<file path="config.mk">
export PLATFORM = sky130hd
export DESIGN_NAME = spm_boot_mux
export DESIGN_NICKNAME = d
export VERILOG_FILES = /design/src/shared/spm_pkg.sv /design/src/design/spm_sync.sv /design/src/design/spm_flag_seq.sv /design/src/design/spm_boot_mux.sv
export SDC_FILE = /design/constraint.sdc
export NUM_CORES = 1
export LEC_CHECK = 0
export BUFFER_PORTS_ARGS = -buffer_cell sky130_fd_sc_hd__buf_4
export CAP_MARGIN = 20
export CORE_MARGIN = 2
export CORE_UTILIZATION = 44
export DETAILED_ROUTE_END_ITERATION = 12
export PLACE_DENSITY = 0.77
export SLEW_MARGIN = 20
export SYNTH_ARGS = -nofsm -noshare
export SYNTH_HDL_FRONTEND = slang
export SYNTH_HIERARCHICAL = 1
export SYNTH_SLANG_ARGS = --single-unit
</file>
<file path="constraint.sdc">
create_clock -name ref_clk -period 1.5 [get_ports ref_clk]
set_clock_uncertainty 0.05 [all_clocks]
set_input_delay 0 -clock ref_clk [delete_from_list [all_inputs] [get_ports ref_clk]]
set_output_delay 0 -clock ref_clk [all_outputs]
set_load 0.03 [all_outputs]
</file>
<file path="src/shared/spm_pkg.sv">
// package: register map, field positions and pin groupings for the boot port pin mux
package spm_pkg;

  // data memory addresses of the two control registers
  localparam logic [13:0] MODE_CTRL_ADDR   = 14'h2015;
  localparam logic [13:0] SYS_CTRL_ADDR    = 14'h3FFF;
  // field positions
  localparam int          MODE_RXSEL_BIT   = 4;
  localparam int          MODE_UART_BIT    = 5;
  localparam int          SYS_ALTFLAG_BIT  = 10;
  localparam int          MODE_W           = 9;
  localparam int          SYS_W            = 16;
  // reset values
  localparam logic [8:0]  MODE_RESET       = 9'h000;
  localparam logic [15:0] SYS_RESET        = 16'h0000;
  localparam logic        FLAG_RESET       = 1'b0;
  // toggles after a set that form one reset request
  localparam logic [1:0]  TOGGLES_NEEDED   = 2'h2;
  // program start after a good serial download
  localparam logic [13:0] USER_START_ADDR  = 14'h0030;
  // length of the peripheral reset pulse, in clocks
  localparam logic [3:0]  PRESET_CYCLES    = 4'h4;

  // pins of the boot serial port as seen from outside
  typedef struct packed {
    logic receive_pin_primary;
    logic receive_pin_secondary;
    logic receive_frame_sync;
    logic transmit_frame_sync;
    logic serial_clock_pin;
  } spm_pins_in_t;

  // signals towards the serial port engine and core
  typedef struct packed {
    logic port_receive_input;
    logic port_frame_sync;
    logic port_tfs;
    logic port_sclk;
    logic flag_input_pin;
    logic ext_interrupt_zero;
    logic ext_interrupt_one;
  } spm_core_in_t;

  // core register access port
  typedef struct packed {
    logic        wr;
    logic        rd;
    logic [13:0] addr;
    logic [15:0] wdata;
  } spm_dm_req_t;

endpackage

</file>
<file path="src/design/spm_sync.sv">
// two-stage synchroniser for a bundle of pin levels
`timescale 1ns/10ps
module spm_sync #(
  parameter int W = 5
) (
  input  wire logic         ref_clk,
  input  wire logic         rst,
  input  wire logic [W-1:0] d,
  output logic      [W-1:0] q
);
  logic [W-1:0] meta_r;

  // first stage feeds only the second stage
  always_ff @(posedge ref_clk) begin
    if (rst) begin
      meta_r <= '0;
      q      <= '0;
    end else begin
      meta_r <= d;
      q      <= meta_r;
    end
  end
endmodule

</file>
<file path="src/design/spm_flag_seq.sv">
// detects set, toggle, toggle on a software flag and issues one request pulse
`timescale 1ns/10ps
module spm_flag_seq (
  input  wire logic ref_clk,
  input  wire logic rst,
  input  wire logic flag,
  output logic      fire
);
  typedef enum logic [1:0] {
    SEQ_IDLE = 2'b00,
    SEQ_SET  = 2'b01,
    SEQ_TG1  = 2'b10
  } spm_seq_t;

  spm_seq_t seq_r;
  spm_seq_t seq_nxt;
  logic     flag_d_r;
  logic     fire_nxt;
  wire      rise = flag & ~flag_d_r;
  wire      edge_any = flag ^ flag_d_r;

  // set, then two inversions; a fresh rise from idle restarts the count
  always_comb begin
    seq_nxt  = seq_r;
    fire_nxt = 1'b0;
    case (seq_r)
      SEQ_IDLE: begin
        if (rise) seq_nxt = SEQ_SET;
      end
      SEQ_SET: begin
        if (edge_any) seq_nxt = SEQ_TG1;
      end
      SEQ_TG1: begin
        if (edge_any) begin
          seq_nxt  = SEQ_IDLE;
          fire_nxt = 1'b1;
        end
      end
      default: seq_nxt = SEQ_IDLE;
    endcase
  end

  always_ff @(posedge ref_clk) begin
    if (rst) begin
      seq_r    <= SEQ_IDLE;
      flag_d_r <= 1'b0;
      fire     <= 1'b0;
    end else begin
      seq_r    <= seq_nxt;
      flag_d_r <= flag;
      fire     <= fire_nxt;
    end
  end
endmodule

</file>
<file path="src/design/spm_boot_mux.sv">
// boot serial port pin routing, uart tie, serial rom reset and peripheral reset
`timescale 1ns/10ps

////////////////////////////////////////////////////////////////////////////////
module spm_boot_mux (
  input  wire logic                ref_clk,
  input  wire logic                rst,
  input  wire spm_pkg::spm_dm_req_t dm_req,
  output logic              [15:0] dm_rdata,
  output logic                     dm_hit,
  input  wire spm_pkg::spm_pins_in_t pins_in,
  input  wire logic                software_flag_one,
  input  wire logic                software_flag_two,
  input  wire logic                flag_output_pin,
  input  wire logic                port_transmit_data,
  input  wire logic                port_rfs_out,
  input  wire logic                port_rfs_oe,
  output spm_pkg::spm_core_in_t    core_in,
  output logic                     serial_rom_reset_pin_o,
  output logic                     serial_rom_reset_pin_oe,
  output logic                     transmit_data_pin,
  output logic                     periph_reset,
  output logic [13:0]              user_start_addr
);

  ////////////////////////////////////////////////////////////////////////////
  // registers
  logic [spm_pkg::MODE_W-1:0] mode_ctrl_r;
  logic [spm_pkg::MODE_W-1:0] mode_ctrl_nxt;
  logic [spm_pkg::SYS_W-1:0]  sys_ctrl_r;
  logic [spm_pkg::SYS_W-1:0]  sys_ctrl_nxt;
  logic [3:0]                 preset_cnt_r;
  logic [3:0]                 preset_cnt_nxt;
  logic [15:0]                rdata_nxt;
  logic                       preset_fire;
  spm_pkg::spm_pins_in_t      pins_s;

  // every pin passes two flops before routing reads it
  spm_sync #(
    .W ($bits(spm_pkg::spm_pins_in_t))
  ) u_sync (
    .ref_clk (ref_clk),
    .rst     (rst),
    .d       (pins_in),
    .q       (pins_s)
  );

  // flag two sequence detector
  spm_flag_seq u_preset (
    .ref_clk (ref_clk),
    .rst     (rst),
    .flag    (software_flag_two),
    .fire    (preset_fire)
  );

  ////////////////////////////////////////////////////////////////////////////
  // register decode
  wire mode_sel = dm_req.addr == spm_pkg::MODE_CTRL_ADDR;
  wire sys_sel  = dm_req.addr == spm_pkg::SYS_CTRL_ADDR;
  wire preset_active = preset_cnt_r != 4'h0;

  // writes land next edge; a peripheral reset clears mode control only
  assign mode_ctrl_nxt = preset_active ? spm_pkg::MODE_RESET :
                         (dm_req.wr && mode_sel) ? dm_req.wdata[spm_pkg::MODE_W-1:0]
                                                 : mode_ctrl_r;
  assign sys_ctrl_nxt  = (dm_req.wr && sys_sel) ? dm_req.wdata : sys_ctrl_r;
  assign rdata_nxt     = mode_sel ? {7'h00, mode_ctrl_r} :
                         sys_sel  ? sys_ctrl_r : 16'h0000;

  // peripheral reset pulse stretch, reloaded with PRESET_CYCLES on each flag two request
  assign preset_cnt_nxt = preset_fire   ? spm_pkg::PRESET_CYCLES :
                          preset_active ? preset_cnt_r - 4'h1 : 4'h0;

  always_ff @(posedge ref_clk) begin
    if (rst) begin
      mode_ctrl_r  <= spm_pkg::MODE_RESET;
      sys_ctrl_r   <= spm_pkg::SYS_RESET;
      preset_cnt_r <= 4'h0;
      dm_rdata     <= 16'h0000;
      dm_hit       <= 1'b0;
    end else begin
      mode_ctrl_r  <= mode_ctrl_nxt;
      sys_ctrl_r   <= sys_ctrl_nxt;
      preset_cnt_r <= preset_cnt_nxt;
      dm_rdata     <= rdata_nxt;
      dm_hit       <= dm_req.rd && (mode_sel || sys_sel);
    end
  end

  assign periph_reset = preset_active;

  ////////////////////////////////////////////////////////////////////////////
  // pin routing, purely from the current control bits
  wire rx_sel   = mode_ctrl_r[spm_pkg::MODE_RXSEL_BIT];
  wire uart_en  = mode_ctrl_r[spm_pkg::MODE_UART_BIT];
  wire alt_flag = sys_ctrl_r[spm_pkg::SYS_ALTFLAG_BIT];
  wire rx_pin   = rx_sel ? pins_s.receive_pin_secondary
                         : pins_s.receive_pin_primary;

  // in uart mode outside the alternate config the frame sync sees the data line, so stream start is found
  assign core_in.port_receive_input = alt_flag ? 1'b0 : rx_pin;
  assign core_in.port_frame_sync    = alt_flag ? 1'b0 :
                                      uart_en ? rx_pin : pins_s.receive_frame_sync;
  assign core_in.port_tfs           = alt_flag ? 1'b0 : pins_s.transmit_frame_sync;
  assign core_in.port_sclk          = pins_s.serial_clock_pin;
  assign core_in.flag_input_pin     = alt_flag ? rx_pin : 1'b0;
  assign core_in.ext_interrupt_zero = alt_flag ? pins_s.receive_frame_sync : 1'b1;
  assign core_in.ext_interrupt_one  = alt_flag ? pins_s.transmit_frame_sync : 1'b1;

  // transmit pin carries flag out in alternate config
  assign transmit_data_pin = alt_flag ? flag_output_pin : port_transmit_data;

  // shared frame sync / rom reset pin; flag one owns it in uart mode
  assign serial_rom_reset_pin_o  = uart_en ? software_flag_one : port_rfs_out;
  assign serial_rom_reset_pin_oe = uart_en ? 1'b1 : (port_rfs_oe & ~alt_flag);

  // fixed entry point used by the boot monitor after a good download
  assign user_start_addr = spm_pkg::USER_START_ADDR;
endmodule

</file>
==> flow_summary.toml <==
[global_route]
grt_pass1_vias = 1873
grt_pass1_wl_um = 8452
grt_max_degree = 26
grt_util_all_layers_pct = 18.23
antenna_found_initial = 0
gr-total-overflow = 0

[floorplanning]
rows = 26
dieArea_um2 = 5866
core-area_um2 = 5107
floorplan.initialDensity_pct = 45.39
die_h_um = 76.59
die_w_um = 76.59
io_pins = 87

[sta]
maxSlewViolCount = 0
max_freq_mhz = 720.1
fin_crit_sh_pct = 92.58
finalSetupViolations = 0
finalSetupTns_ns = 0
slew_headroom_pct = 58.96
tightest_slew_ns = 0.6115
whs_ns = 0.2158
final_hold_viol_count = 0
min_period_ns = 1.389

[placed_design]
io_buffers = 72
dpl.cell_count = 372
globalplace.congestion = 0.7420
dp_hpwl_um = 3276

[logic_synthesis]
syn_area_um2 = 2318
netlist_instances = 224
ys_types = 34
ys_ff_latch = 60
syn_avg_cell_area_um2 = 10.35
ys.flop_type = "dfxtp_1"
synth-seq-area-share_pct = 51.81
ys_warn_count = 6
postSynth.asyncResetShare_pct = 0
synth_edf_count = 0

[finish]
multiInputGateArea_um2 = 1011
syn2layout_area_growth_pct = 52.29
finalNetCount = 390
num_antenna_cells = 0
nFillCells = 422
utilization_pct = 69.13
regArea_um2 = 1202
instances_no_fill = 418
layout-drive-gt1-share_pct = 33.05

[cts]
ctsLongestPathBuffers = 2
cts.sinks = 60
htree_levels = 3
clk_latency_ns = 0.33
cts_tree = "done"
root_buffer = "clkbuf_8"
clkTransAtPathRegs_ns = 0.08
cts_inserted_buffers = 9

[route]
antenna_left = 0
drtIter0Drc = 66
wire_per_inst_um = 12.09
drc = 0
vias = 1937
routed_wl_um = 5054
via_per_inst = 4.634
drt_pass1_iterations = 4

[outcome]
outcome = "complete, no violations"

[power_and_ir_drop]
powerDensity_nw_per_um2 = 1128
power_frac_clock_pct = 41.9
p_leak_nw = 1.595
power_w = 0.003984
p_int_w = 0.002945
switching_share_pct = 26.09
irDropWorstVdd_v = 0.0008995
power_frac_seq_pct = 42.2
p_comb_share_pct = 15.9
p_sw_w = 0.001040

[setup_path]
endpoint_kind = "output pin"
worst_ep_arrival_time_ns = 1.34
critical_path_class = "reg2out"
crit_fanout = 3
start_kind = "flop"
crit_required_ns = 1.45

[job]
cap_violations = 0

[min_path]
hp-class = "in2reg"
## cell usage in the layout, fill, tap and decap left out, drive strengths merged
cell type    instances
and3                 7
nor2b               13
a211oi               1
or2                  1
or3b                 2
nor4b                1
nor4                 3
conb                14
clkinv               2
a32o                 1
nand2                2
clkbuf              10
nand2b               2
xnor2                1
a21oi                3
dfxtp               60
nand4                3
mux2                 2
or4                  3
o21ai                1
or3                  1
buf                 85
a21o                 1
nand3b               2
mux2i               34
dlygate4sd3         30
inv                 11
a32oi                1
nand3                1
nor3                 5
ha                   2
bufinv               2
nor2                41
## power by group through the flow
stage,Combinational (W),Clock [W],Sequential (W)
4_1_cts,0.000619,0.00169,0.00168
6_report,0.000632,0.00167,0.00168
2_1_floorplan,0.000343,0,0.00171
5_1_grt,0.000691,0.00178,0.00169
3_5_place_dp,0.000543,0,0.00171
3_3_place_gp,0.000532,0,0.00171
## critical path: stages, from the launching register on
cell and delay (ns):
dfxtp_1 0.32, inv_1 0.06, ha_2 0.18, inv_1 0.07, nor3_4 0.15, inv_1 0.06, buf_4 0.17
## metal layers
layer | up-vias | part of all wire [%] | track usage (%)
met2 | 75 | 49 | 30.88
met5 | - | 0 | 0
met3 | 9 | 6.7 | 5.213
met1 | 884 | 43 | 20.94
met4 | 0 | 2.2 | 9.273
li1 | 969 | - | -
## metrics by stage
| stage | cell area, µm² | worst slack (ns) |
|---|---|---|
| after floorplan | 2367 | -0.05423 |
| after global placement | 2979 | -0.1562 |
| after detailed placement | 2979 | -0.1926 |
| after CTS | 3517 | 0.007263 |
| after global routing | 3531 | -0.008036 |
| final | 3531 | 0.1113 |
## registers in the layout (all words and copies together), names as in the netlist
name,cells
mode_ctrl_r,9
u_sync/meta_r,5
u_sync/q,5
u_preset/flag_d_r,1
preset_cnt_r,4
sys_ctrl_r,16
u_preset/fire,1
u_preset/seq_r,2
dm_rdata,16
dm_hit,1
## kinds of logic (layout without fill, tap and decap cells)
group / count (synthesis) / after routing / synth area share [%]
mux: 36 / 36 / 15.65
simple gates: 87 / 87 / 21.15
buf+inv: 28 / 140 / 7.285
xor+xnor: 1 / 1 / 0.3778
compound gates: 8 / 8 / 2.320
other cells: 2 / 14 / 0.3239
fa+ha+maj: 2 / 2 / 1.079
flops: 60 / 60 / 51.81
## what timing repair did
action | 4_1_cts | 5_1_grt
hold buffers | 30 | 0
resized for setup | 1 | 4
hold endpoints to repair | 41 | 0
pin swaps | 0 | 1
setup buffers | 0 | 0
endpoints found under the setup margin | 1 | 3
## final cells by class
| class | instances | share of cell area [%] |
|---|---|---|
| Clock buffer | 10 | 3.898 |
| Clock inverter | 6 | 2.693 |
| Tap cell | 70 | 2.481 |
| Timing Repair Buffer | 115 | 27.29 |
| Inverter | 9 | 0.9568 |
| Multi-Input combinational cell | 148 | 28.63 |
| Sequential cell | 60 | 34.05 |
## final timing paths
| path | from | endpoint | slack [ns] | cells after the start |
|---|---|---|---|---|
| min | dm_req[28] | mode_ctrl_r[4] | 0.22 | 5 |
| min reg2reg | preset_cnt_r[0] | preset_cnt_r[0] | 0.39 | 1 |
| max reg2reg | preset_cnt_r[0] | preset_cnt_r[1] | 0.19 | 6 |
| max | preset_cnt_r[0] | periph_reset | 0.11 | 6 |
## synth_stat cells (all sizes together), types with 2 or more instances
library cell	number	area, µm²
ha	2	25.02
and3	7	43.79
or4	3	33.78
conb	2	7.510
nand4	3	25.02
mux2i	34	340.3
nand2	2	7.510
a21oi	3	15.01
nor4	3	48.80
or3b	2	17.52
nor3	5	25.02
mux2	2	22.52
nor2	41	153.9
dfxtp	60	1201
buf	16	123.9
nand2b	2	12.51
clkbuf	3	11.26
nor2b	13	81.33
inv	9	33.78
nand3b	2	15.01
No activity file was read; power rests on OpenSTA's default activity.
